### src/verilog/ioc_pkg.sv
// Shared constants and carrier types for the pin I/O register and input gearbox block.
// Assumes one 250 MHz register clock; every link-side signal is sampled by that clock.
`default_nettype none

package ioc_pkg;

    // Register map, byte addresses on the AXI4-Lite slave.
    localparam int          ADDR_W        = 12;
    localparam logic [11:0] CTRL_OFFS     = 12'h000;
    localparam logic [11:0] STATUS_OFFS   = 12'h004;
    localparam logic [11:0] GB_WORD_OFFS  = 12'h008;

    // Control register fields and value after reset.
    localparam int          CTRL_OUT_LSB  = 0;
    localparam int          CTRL_IN_LSB   = 2;
    localparam int          CTRL_OEN_BIT  = 4;
    localparam logic [4:0]  CTRL_RESET    = 5'h00;

    // Status register fields.
    localparam int          STAT_PIN_BIT  = 0;
    localparam int          STAT_OVF_BIT  = 1;
    localparam int          STAT_LVL_LSB  = 8;

    // Link sampling depth, gearbox ratio and FIFO depth.
    localparam int          SYNC_STAGES   = 2;
    localparam int          GB_RATIO      = 4;
    localparam int          FIFO_DEPTH    = 32;

    localparam logic [1:0]  RESP_OKAY     = 2'h0;
    localparam logic [1:0]  RESP_SLVERR   = 2'h2;

    typedef enum logic [1:0] {
        OUT_SDR_REG   = 2'h0,
        OUT_SDR_LATCH = 2'h1,
        OUT_DDR_GEN   = 2'h2,
        OUT_DDR_MEM   = 2'h3
    } ioc_out_mode_t;

    typedef enum logic [1:0] {
        IN_SDR     = 2'h0,
        IN_DDR_GEN = 2'h1,
        IN_DDR_MEM = 2'h2
    } ioc_in_mode_t;

    typedef enum logic [3:0] {
        REG_CTRL   = 4'b0001,
        REG_STATUS = 4'b0010,
        REG_GB     = 4'b0100,
        REG_NONE   = 4'b1000
    } ioc_reg_t;

    // Every signal that arrives from outside the register clock domain.
    typedef struct packed {
        logic sys_clk;
        logic edge_clk;
        logic rd_strobe;
        logic wr_strobe;
        logic polarity;
        logic pin;
    } ioc_link_t;

    typedef struct packed {
        ioc_link_t                 sync1;
        ioc_link_t                 sync2;
        ioc_link_t                 prev;
        logic [1:0]                ctrl_out;
        logic [1:0]                ctrl_in;
        logic                      out_en;
        logic                      rise_hold;
        logic                      fall_cap;
        logic                      fall_hold;
        logic                      pin_out;
        logic                      mem_rise;
        logic                      mem_fall;
        logic                      in_rise;
        logic                      in_fall;
        logic [GB_RATIO:0]         gb_shift;
        logic [GB_RATIO-1:0]       gb_align;
        logic [GB_RATIO-1:0]       gb_word;
        logic                      gb_pend;
        logic                      overflow;
        logic                      bvalid;
        logic [1:0]                bresp;
        logic                      rvalid;
        logic [31:0]               rdata;
        logic [1:0]                rresp;
    } ioc_state_t;

endpackage : ioc_pkg

`default_nettype wire

### src/verilog/ioc_gearbox_io.sv
// Pin I/O register cell with output DDR logic, input DDR capture, input gearbox and its FIFO.
// Assumes all link clocks and strobes are far slower than aclk, so sampled edges are never missed.
//
// Notes on behaviour
// - Every core data bit is registered before it reaches the pin driver.
// - Single-rate output uses one element, either an edge register or transparent latch.
// - Double-rate output captures both inputs on rise, moves second to fall hold on fall.
// - Generic double-rate output multiplexes rise and fall hold by the same clock.
// - Memory double-rate output multiplexes the hold registers by the shifted write strobe.
// - Strobe memory modes exist only on right-edge cells; elsewhere they fall back to generic.
// - Memory input samples the pin on both edges of the shifted read strobe.
// - Both strobe-domain streams are resynchronised to the system clock before the core.
// - A polarity control picks which system clock edge clocks the resynchronisation.
// - Read strobe and polarity arrive from the separate strobe control block.
// - The input gearbox is three register stages from pin to its FIFO, which feeds the core.
// - Gearbox stage one samples the pin on both edges of the edge clock.
// - Gearbox stage two aligns data by update and select from a control block.
// - Gearbox stage three hands the aligned word to the FIFO on the rising system clock edge.
//
// Our own choices: the placing of the registers and the AXI4-Lite interface to the registers.
`default_nettype none

module ioc_fifo #(
    parameter int WIDTH = ioc_pkg::GB_RATIO,
    parameter int DEPTH = ioc_pkg::FIFO_DEPTH
) (
    // Clock and reset.
    input  wire logic                        aclk,
    input  wire logic                        aresetn,
    // Filling side.
    input  wire logic [WIDTH-1:0]            in_data,
    input  wire logic                        in_valid,
    output logic                             in_ready,
    // Draining side.
    output logic [WIDTH-1:0]                 out_data,
    output logic                             out_valid,
    input  wire logic                        out_ready,
    // Fill level.
    output logic [$clog2(DEPTH+1)-1:0]       level
);
    localparam int AW = $clog2(DEPTH);
    localparam int CW = $clog2(DEPTH + 1);

    typedef struct packed {
        logic [AW-1:0] wptr;
        logic [AW-1:0] rptr;
        logic [CW-1:0] count;
    } ioc_fifo_state_t;

    ioc_fifo_state_t  q;
    ioc_fifo_state_t  n;
    logic [WIDTH-1:0] mem [DEPTH];
    logic             push;
    logic             pop;

    assign in_ready  = q.count != CW'(DEPTH);
    assign out_valid = q.count != '0;
    assign out_data  = mem[q.rptr];
    assign level     = q.count;
    assign push      = in_valid && in_ready;
    assign pop       = out_valid && out_ready;

    always_comb begin
        n = q;
        if (push) begin
            n.wptr = (q.wptr == AW'(DEPTH - 1)) ? '0 : q.wptr + 1'b1;
        end
        if (pop) begin
            n.rptr = (q.rptr == AW'(DEPTH - 1)) ? '0 : q.rptr + 1'b1;
        end
        n.count = q.count + CW'(push) - CW'(pop);
    end

    always_ff @(posedge aclk) begin
        if (!aresetn) begin
            q <= '0;
        end else begin
            q <= n;
        end
        if (push) begin
            mem[q.wptr] <= in_data;
        end
    end
endmodule : ioc_fifo

module ioc_gearbox_io #(
    parameter bit RIGHT_EDGE = 1'b1,
    parameter int FIFO_DEPTH = ioc_pkg::FIFO_DEPTH
) (
    // Clock and reset.
    input  wire logic                          aclk,
    input  wire logic                          aresetn,
    // AXI4-Lite register slave.
    input  wire logic [ioc_pkg::ADDR_W-1:0]    s_axi_awaddr,
    input  wire logic [2:0]                    s_axi_awprot,
    input  wire logic                          s_axi_awvalid,
    output logic                               s_axi_awready,
    input  wire logic [31:0]                   s_axi_wdata,
    input  wire logic [3:0]                    s_axi_wstrb,
    input  wire logic                          s_axi_wvalid,
    output logic                               s_axi_wready,
    output logic [1:0]                         s_axi_bresp,
    output logic                               s_axi_bvalid,
    input  wire logic                          s_axi_bready,
    input  wire logic [ioc_pkg::ADDR_W-1:0]    s_axi_araddr,
    input  wire logic [2:0]                    s_axi_arprot,
    input  wire logic                          s_axi_arvalid,
    output logic                               s_axi_arready,
    output logic [31:0]                        s_axi_rdata,
    output logic [1:0]                         s_axi_rresp,
    output logic                               s_axi_rvalid,
    input  wire logic                          s_axi_rready,
    // Link clocks, strobes and pin, all asynchronous to aclk.
    input  wire logic                          sys_clk_in,
    input  wire logic                          edge_clk_in,
    input  wire logic                          read_strobe_shifted,
    input  wire logic                          write_strobe_shifted,
    input  wire logic                          sync_clock_polarity,
    input  wire logic                          pin_in,
    // Pin driver.
    output logic                               pin_out,
    output logic                               pin_oe_n,
    // Core side, double-rate data.
    input  wire logic                          rise_data_in,
    input  wire logic                          fall_data_in,
    output logic                               rise_data_out,
    output logic                               fall_data_out,
    // Core side, gearbox control and word stream.
    input  wire logic                          gb_update,
    input  wire logic                          align_select,
    output logic [ioc_pkg::GB_RATIO-1:0]       gb_data,
    output logic                               gb_valid,
    input  wire logic                          gb_ready
);
    localparam int LW = $clog2(FIFO_DEPTH + 1);

    ioc_pkg::ioc_state_t q;
    ioc_pkg::ioc_state_t n;
    ioc_pkg::ioc_link_t  link_in;
    ioc_pkg::ioc_link_t  lv;
    ioc_pkg::ioc_link_t  lr;
    ioc_pkg::ioc_link_t  lf;
    logic [1:0]          omode;
    logic [1:0]          imode;
    logic                wr_go;
    logic                rd_go;
    ioc_pkg::ioc_reg_t   wsel;
    ioc_pkg::ioc_reg_t   rsel;
    logic                fifo_in_ready;
    logic [LW-1:0]       fifo_level;

    function automatic ioc_pkg::ioc_reg_t reg_decode(input logic [ioc_pkg::ADDR_W-1:0] a);
        if (a[ioc_pkg::ADDR_W-1:2] == ioc_pkg::CTRL_OFFS[ioc_pkg::ADDR_W-1:2]) begin
            return ioc_pkg::REG_CTRL;
        end else if (a[ioc_pkg::ADDR_W-1:2] == ioc_pkg::STATUS_OFFS[ioc_pkg::ADDR_W-1:2]) begin
            return ioc_pkg::REG_STATUS;
        end else if (a[ioc_pkg::ADDR_W-1:2] == ioc_pkg::GB_WORD_OFFS[ioc_pkg::ADDR_W-1:2]) begin
            return ioc_pkg::REG_GB;
        end
        return ioc_pkg::REG_NONE;
    endfunction : reg_decode

    // Non right-edge cells have no strobe logic, so memory modes run as generic double rate.
    function automatic logic [1:0] out_mode_eff(input logic [1:0] m);
        if (!RIGHT_EDGE && m == ioc_pkg::OUT_DDR_MEM) begin
            return ioc_pkg::OUT_DDR_GEN;
        end
        return m;
    endfunction : out_mode_eff

    function automatic logic [1:0] in_mode_eff(input logic [1:0] m);
        if (m == ioc_pkg::IN_DDR_MEM) begin
            return RIGHT_EDGE ? ioc_pkg::IN_DDR_MEM : ioc_pkg::IN_DDR_GEN;
        end
        return (m == ioc_pkg::IN_DDR_GEN) ? ioc_pkg::IN_DDR_GEN : ioc_pkg::IN_SDR;
    endfunction : in_mode_eff

    assign link_in.sys_clk   = sys_clk_in;
    assign link_in.edge_clk  = edge_clk_in;
    assign link_in.rd_strobe = read_strobe_shifted;
    assign link_in.wr_strobe = write_strobe_shifted;
    assign link_in.polarity  = sync_clock_polarity;
    assign link_in.pin       = pin_in;

    assign wr_go         = s_axi_awvalid && s_axi_wvalid && !q.bvalid;
    assign rd_go         = s_axi_arvalid && !q.rvalid;
    assign s_axi_awready = wr_go;
    assign s_axi_wready  = wr_go;
    assign s_axi_arready = !q.rvalid;
    assign s_axi_bvalid  = q.bvalid;
    assign s_axi_bresp   = q.bresp;
    assign s_axi_rvalid  = q.rvalid;
    assign s_axi_rdata   = q.rdata;
    assign s_axi_rresp   = q.rresp;
    assign pin_out       = q.pin_out;
    assign pin_oe_n      = !q.out_en;
    assign rise_data_out = q.in_rise;
    assign fall_data_out = q.in_fall;

    always_comb begin
        n = q;
        // Only the second sampling stage and its one-cycle-older copy in prev feed the edge and level logic.
        n.sync1 = link_in;
        n.sync2 = q.sync1;
        n.prev  = q.sync2;
        lv = q.sync2;
        lr = ioc_pkg::ioc_link_t'(q.sync2 & ~q.prev);
        lf = ioc_pkg::ioc_link_t'(~q.sync2 & q.prev);
        omode = out_mode_eff(q.ctrl_out);
        imode = in_mode_eff(q.ctrl_in);
        wsel = reg_decode(s_axi_awaddr);
        rsel = reg_decode(s_axi_araddr);

        // Output path: core data is captured before it can reach the pin.
        if (omode == ioc_pkg::OUT_SDR_LATCH ? lv.sys_clk : lr.sys_clk) begin
            n.rise_hold = rise_data_in;
        end
        if (lr.sys_clk) begin
            n.fall_cap = fall_data_in;
        end
        if (lf.sys_clk) begin
            n.fall_hold = q.fall_cap;
        end
        case (omode)
            ioc_pkg::OUT_SDR_REG,
            ioc_pkg::OUT_SDR_LATCH: begin
                n.pin_out = q.rise_hold;
            end
            ioc_pkg::OUT_DDR_GEN: begin
                n.pin_out = lv.sys_clk ? q.rise_hold : q.fall_hold;
            end
            ioc_pkg::OUT_DDR_MEM: begin
                n.pin_out = lv.wr_strobe ? q.rise_hold : q.fall_hold;
            end
            default: begin
                n.pin_out = q.rise_hold;
            end
        endcase

        // Input path.
        case (imode)
            ioc_pkg::IN_SDR: begin
                if (lr.sys_clk) begin
                    n.in_rise = lv.pin;
                end
            end
            ioc_pkg::IN_DDR_GEN: begin
                if (lr.sys_clk) begin
                    n.in_rise = lv.pin;
                end
                if (lf.sys_clk) begin
                    n.in_fall = lv.pin;
                end
            end
            ioc_pkg::IN_DDR_MEM: begin
                if (lr.rd_strobe) begin
                    n.mem_rise = lv.pin;
                end
                if (lf.rd_strobe) begin
                    n.mem_fall = lv.pin;
                end
                // Picking the far edge gives the strobe data a quarter period to settle.
                if (lv.polarity ? lf.sys_clk : lr.sys_clk) begin
                    n.in_rise = q.mem_rise;
                    n.in_fall = q.mem_fall;
                end
            end
            default: begin
                n.in_rise = q.in_rise;
            end
        endcase

        // Gearbox stage one, two bits per edge clock period.
        if (lr.edge_clk || lf.edge_clk) begin
            n.gb_shift = {q.gb_shift[ioc_pkg::GB_RATIO-1:0], lv.pin};
        end
        // Gearbox stage two, word alignment chosen by the control block.
        if (gb_update) begin
            n.gb_align = align_select ? q.gb_shift[ioc_pkg::GB_RATIO:1]
                                      : q.gb_shift[ioc_pkg::GB_RATIO-1:0];
        end

        // Register writes come before the overflow set so that a new overflow wins over a clear.
        if (q.bvalid && s_axi_bready) begin
            n.bvalid = 1'b0;
        end
        if (wr_go) begin
            n.bvalid = 1'b1;
            n.bresp  = ioc_pkg::RESP_OKAY;
            case (wsel)
                ioc_pkg::REG_CTRL: begin
                    if (s_axi_wstrb[0]) begin
                        n.ctrl_out = s_axi_wdata[ioc_pkg::CTRL_OUT_LSB +: 2];
                        n.ctrl_in  = s_axi_wdata[ioc_pkg::CTRL_IN_LSB +: 2];
                        n.out_en   = s_axi_wdata[ioc_pkg::CTRL_OEN_BIT];
                    end
                end
                ioc_pkg::REG_STATUS: begin
                    if (s_axi_wstrb[0] && s_axi_wdata[ioc_pkg::STAT_OVF_BIT]) begin
                        n.overflow = 1'b0;
                    end
                end
                ioc_pkg::REG_GB: begin
                    n.bresp = ioc_pkg::RESP_OKAY;
                end
                default: begin
                    n.bresp = ioc_pkg::RESP_SLVERR;
                end
            endcase
        end

        // Gearbox stage three; a word still waiting for the FIFO makes the stage drop the new word and set overflow.
        if (q.gb_pend && fifo_in_ready) begin
            n.gb_pend = 1'b0;
        end
        if (lr.sys_clk) begin
            if (q.gb_pend && !fifo_in_ready) begin
                n.overflow = 1'b1;
            end else begin
                n.gb_word = q.gb_align;
                n.gb_pend = 1'b1;
            end
        end

        if (q.rvalid && s_axi_rready) begin
            n.rvalid = 1'b0;
        end
        if (rd_go) begin
            n.rvalid = 1'b1;
            n.rresp  = ioc_pkg::RESP_OKAY;
            n.rdata  = '0;
            case (rsel)
                ioc_pkg::REG_CTRL: begin
                    n.rdata[ioc_pkg::CTRL_OUT_LSB +: 2] = q.ctrl_out;
                    n.rdata[ioc_pkg::CTRL_IN_LSB +: 2]  = q.ctrl_in;
                    n.rdata[ioc_pkg::CTRL_OEN_BIT]      = q.out_en;
                end
                ioc_pkg::REG_STATUS: begin
                    n.rdata[ioc_pkg::STAT_PIN_BIT]      = lv.pin;
                    n.rdata[ioc_pkg::STAT_OVF_BIT]      = q.overflow;
                    n.rdata[ioc_pkg::STAT_LVL_LSB +: LW] = fifo_level;
                end
                ioc_pkg::REG_GB: begin
                    n.rdata[ioc_pkg::GB_RATIO-1:0] = q.gb_align;
                end
                default: begin
                    n.rresp = ioc_pkg::RESP_SLVERR;
                end
            endcase
        end
    end

    always_ff @(posedge aclk) begin
        if (!aresetn) begin
            q          <= '0;
            q.ctrl_out <= ioc_pkg::CTRL_RESET[ioc_pkg::CTRL_OUT_LSB +: 2];
            q.ctrl_in  <= ioc_pkg::CTRL_RESET[ioc_pkg::CTRL_IN_LSB +: 2];
            q.out_en   <= ioc_pkg::CTRL_RESET[ioc_pkg::CTRL_OEN_BIT];
        end else begin
            q <= n;
        end
    end

    ioc_fifo #(
        .WIDTH (ioc_pkg::GB_RATIO),
        .DEPTH (FIFO_DEPTH)
    ) u_fifo (
        .aclk      (aclk),
        .aresetn   (aresetn),
        .in_data   (q.gb_word),
        .in_valid  (q.gb_pend),
        .in_ready  (fifo_in_ready),
        .out_data  (gb_data),
        .out_valid (gb_valid),
        .out_ready (gb_ready),
        .level     (fifo_level)
    );
endmodule : ioc_gearbox_io

`default_nettype wire

### config.mk
export PLATFORM = sky130hd
export DESIGN_NAME = ioc_gearbox_io
export DESIGN_NICKNAME = d
export VERILOG_FILES = /design/src/verilog/ioc_pkg.sv /design/src/verilog/ioc_gearbox_io.sv
export SDC_FILE = /design/constraint.sdc
export NUM_CORES = 1
export LEC_CHECK = 0
export BUFFER_PORTS_ARGS = -buffer_cell sky130_fd_sc_hd__buf_2
export CELL_PAD_IN_SITES_DETAIL_PLACEMENT = 1
export CELL_PAD_IN_SITES_GLOBAL_PLACEMENT = 2
export CORE_MARGIN = 1
export CORE_UTILIZATION = 26
export DETAILED_ROUTE_END_ITERATION = 8
export GPL_ROUTABILITY_DRIVEN = 1
export PLACE_DENSITY = 0.68
export SLEW_MARGIN = 40
export SYNTH_ARGS = -nofsm -noshare
export SYNTH_HDL_FRONTEND = slang
export SYNTH_HIERARCHICAL = 1
export SYNTH_SLANG_ARGS = --single-unit
### constraint.sdc
create_clock -name aclk -period 3.3 [get_ports aclk]
set_input_delay 0.66 -clock aclk [delete_from_list [all_inputs] [get_ports aclk]]
set_output_delay 0.66 -clock aclk [all_outputs]
set_load 0.02 [all_outputs]
==> reports/qor.csv <==
stage,metric,value,unit
synth,synthSimpleGateAreaFrac,13.1,%
finish,final_cell_mix,"edfxtp_1, dfxtp_1, buf_2, mux2i_1, nand2_1",
floorplanning,start_util,26.5,%
timing,finalHoldViolCount,0,
power_and_ir_drop,p_leak,3.72,nW
worst_setup_path,critPathSlowestCell,mux4_2,
floorplanning,ioPinCount,134,
synth,netlist_instances,683,
clock_tree,cts_buffer_depth,3,
routing,drt_iter0_markers,240,
timing,skew,26.0,ps
floorplanning,die_w,187,um
timing,drv_slew,0,
floorplanning,die_area,0.0351,mm2
finish,drive_gt1_share,18.2,%
worst_setup_path,cp_num_buf_inv,2,
clock_tree,cts_max_level,1,
floorplanning,core,0.0337,mm2
global_route,grt_start_max_net_pins,40,
synth,ys.flop_type,edfxtp_1,
floorplanning,rows,67,
timing,max_freq,316,MHz
timing,fin_crit,3170,ps
place,hpwl,13200,um
worst_setup_path,crit_arrival,2510,ps
status,status,"finished, final reports clean",
timing,rsz0062_at_grt,false,
worst_setup_path,worstPathCellList,buf_4 > mux4_2 > a221oi_1 > nand3_1 > buf_2,
hold_path,holdPathStages,2,
synth,yosysUniqueCellTypes,63,
clock_tree,cts_root_buffer,clkbuf_16,
worst_setup_path,slowest_delay,540,ps
timing,finalSetupViolCount,0,
finish,post-route-cell-area,0.0103,mm2
global_route,grt_pass1_wl,30300,um
routing,drt_first_pass_iters,4,
timing,maxSlewHeadroom,51.4,%
global_route,grt-ovfl-total,0,
synth,synth-seq-area-share,60.7,%
synth,synth_top_area_cell,edfxtp_1,
global_route,grt_util_all_layers,10.9,%
place,place_congestion,0.759,
place,port_buffers,70,
finish,final_nets,837,
synth,synth-xor-area-share,0.392,%
timing,final_min_period_over_clock_period,95.9,%
finish,fin_util,30.6,%
worst_setup_path,endpoint_kind,primary output,
clock_tree,cts_inserted_buffers,23,
synth,synth_top_family_by_area,simple AND/OR/NAND/NOR gates,
floorplanning,die_h,187,um
worst_setup_path,cp_max_fo,10,
synth,synth_fa_ha_area_share,2.46,%
synth,synth_area_leaders,"edfxtp_1, dfxtp_1, mux2i_1",
clock_tree,cts_tree,built,
finish,diodes,0,
routing,wirelength,19200,um
finish,area_growth_syn_to_layout,15.5,%
worst_setup_path,worstReg2RegEnd,u_fifo/level[4],
synth,ys_async_sr_fraction,0,%
worst_setup_path,criticalPathCategory,flip-flop to primary output,
finish,stdcell_count,1201,
timing,worstMarginPinSlew,727,ps
place,dp.cells,1159,
clock_tree,insertion_delay,520,ps
clock_tree,cts_num_sinks,207,
worst_setup_path,r2r-start,u_fifo/level[3],
timing,whs,364,ps
routing,wl_per_cell,15.9,um
synth,synth_area_per_cell,13.1,um2
synth,synthMuxAreaShare,10.7,%
routing,drc,0,
power_and_ir_drop,powerDensity,608,mW/mm2
clock_tree,clkTransAtPathRegs,60,ps
clock_tree,post-cts-setup-buffers,0,
global_route,grt_pass1_vias,5458,
power_and_ir_drop,ir_drop,0.300,mV
worst_setup_path,r2r_cells,13,
clock_tree,holdBufCountCts,0,
routing,avgViaCountPerCell,4.37,
synth,ys_warn_count,6,
worst_setup_path,reg2reg_slack,480,ps
routing,dr_total_vias,5249,
worst_setup_path,worstPathRequired,2640,ps
timing,setup_tns,0,ps
synth,synth-edff-count,128,
place,place_area,0.00953,mm2
finish,final_common_cell,edfxtp_1,
worst_setup_path,crit_family,multiplexers,
synth,synth-compound-area-share,6.75,%
synth,ys_ff_latch,207,
routing,ant_nets,0,
global_route,antenna_found_initial,0,
worst_setup_path,critPathLaunchType,flip-flop,
hold_path,hold_end,n[72],
synth,synth_area,0.00894,mm2
run,maxCapViolations,0,
synth,yosysTopAreaCellShare,43.0,%
hold_path,worstHoldStart,pin_in,
hold_path,hold_class,input port to flip-flop,
metal layers:
metal  vias to the layer above  global-route usage (%)  wire, um
met2                       129                    17.7      8720
met3                        32                    2.29       937
li1                       2561                       -         -
met1                      2527                    14.7      9090
met4                         0                    2.63       403
met5                         -                       0         0
cells by family after synthesis:
kind of cell,after synthesis
adder cells (fa/ha/maj),17
XOR/XNOR,4
other,1
flip-flops,207
AO/OA/AOI/OAI,81
multiplexers,72
AND/OR/NAND/NOR,215
buffers and inverters,86
layout make-up:
type                    count  area, um2
flip-flops and latches    207       5440
well taps                 448        561
inverters                  13       48.8
clock inverters            12        149
repair buffers             79        418
multi-input cells         412       3070
fillers                  3705      23400
clock buffers              30        643
through the flow:
step	setup slack (ps)	total power (W)
floorplan	735	0.00354
global placement	361	0.00367
detailed placement	310	0.00368
CTS	63.6	0.00636
global route	10.4	0.00654
finish	135	0.00627
synth_stat cells, types with 4 or more instances:
cell      number
a32oi_1        7
nand2_1       46
buf_2          6
and3_1         4
o211a_1        6
nand3b_1       6
a22o_1         4
o21ai_0        6
a21boi_0      15
inv_1         12
nand2b_1       7
a21oi_1       13
mux2i_1       56
clkbuf_1      19
nor2_1        42
dfxtp_1       79
mux4_1        10
edfxtp_1     128
buf_4         43
and2_1        23
mux4_2         6
ha_1          16
a22oi_1       11
nor2b_1       32
nand4_1        4
nand3_1       22
worst max-delay path by stage:
| stage | startpoint | end | slack [ps] | depth (start not counted) |
|---|---|---|---|---|
| 2_1_floorplan | u_fifo/level[2] | u_fifo/level[4] | 740 | 13 |
| 3_3_place_gp | flip-flop | gb_data[1] | 360 | 5 |
| 3_5_place_dp | flip-flop | gb_data[1] | 310 | 5 |
| 4_1_cts | flip-flop | gb_data[1] | 60 | 5 |
| 5_1_grt | flip-flop | gb_data[1] | 10 | 5 |
| 6_report | flip-flop | gb_data[1] | 130 | 5 |
report_power, final:
group / internal [W] / leakage [nW] / total [W] / switching [W]
combinational: 0.000334 / 1.51 / 0.000755 / 0.000421
clock: 0.00161 / 0.378 / 0.00265 / 0.00104
sequential: 0.00279 / 1.83 / 0.00287 / 0.0000770
registers in the layout (all words and copies together), names as in the netlist, named ones only:
signal / cells
s_axi_rdata: 11
omode: 2
q: 26
fall_data_out: 1
lv: 6
u_fifo/mem: 128
s_axi_rresp: 1
s_axi_bvalid: 1
s_axi_rvalid: 1
s_axi_bresp: 1
u_fifo/level: 6
rise_data_out: 1
u_fifo/q: 10
pin_out: 1
n: 6
timing repair:
item,4_1_cts,5_1_grt
resized for setup,2,1
setup endpoints to repair,4,1
cloned,0,0
endpoints found under the hold margin,0,0
Power figures use the tool's default switching activity.
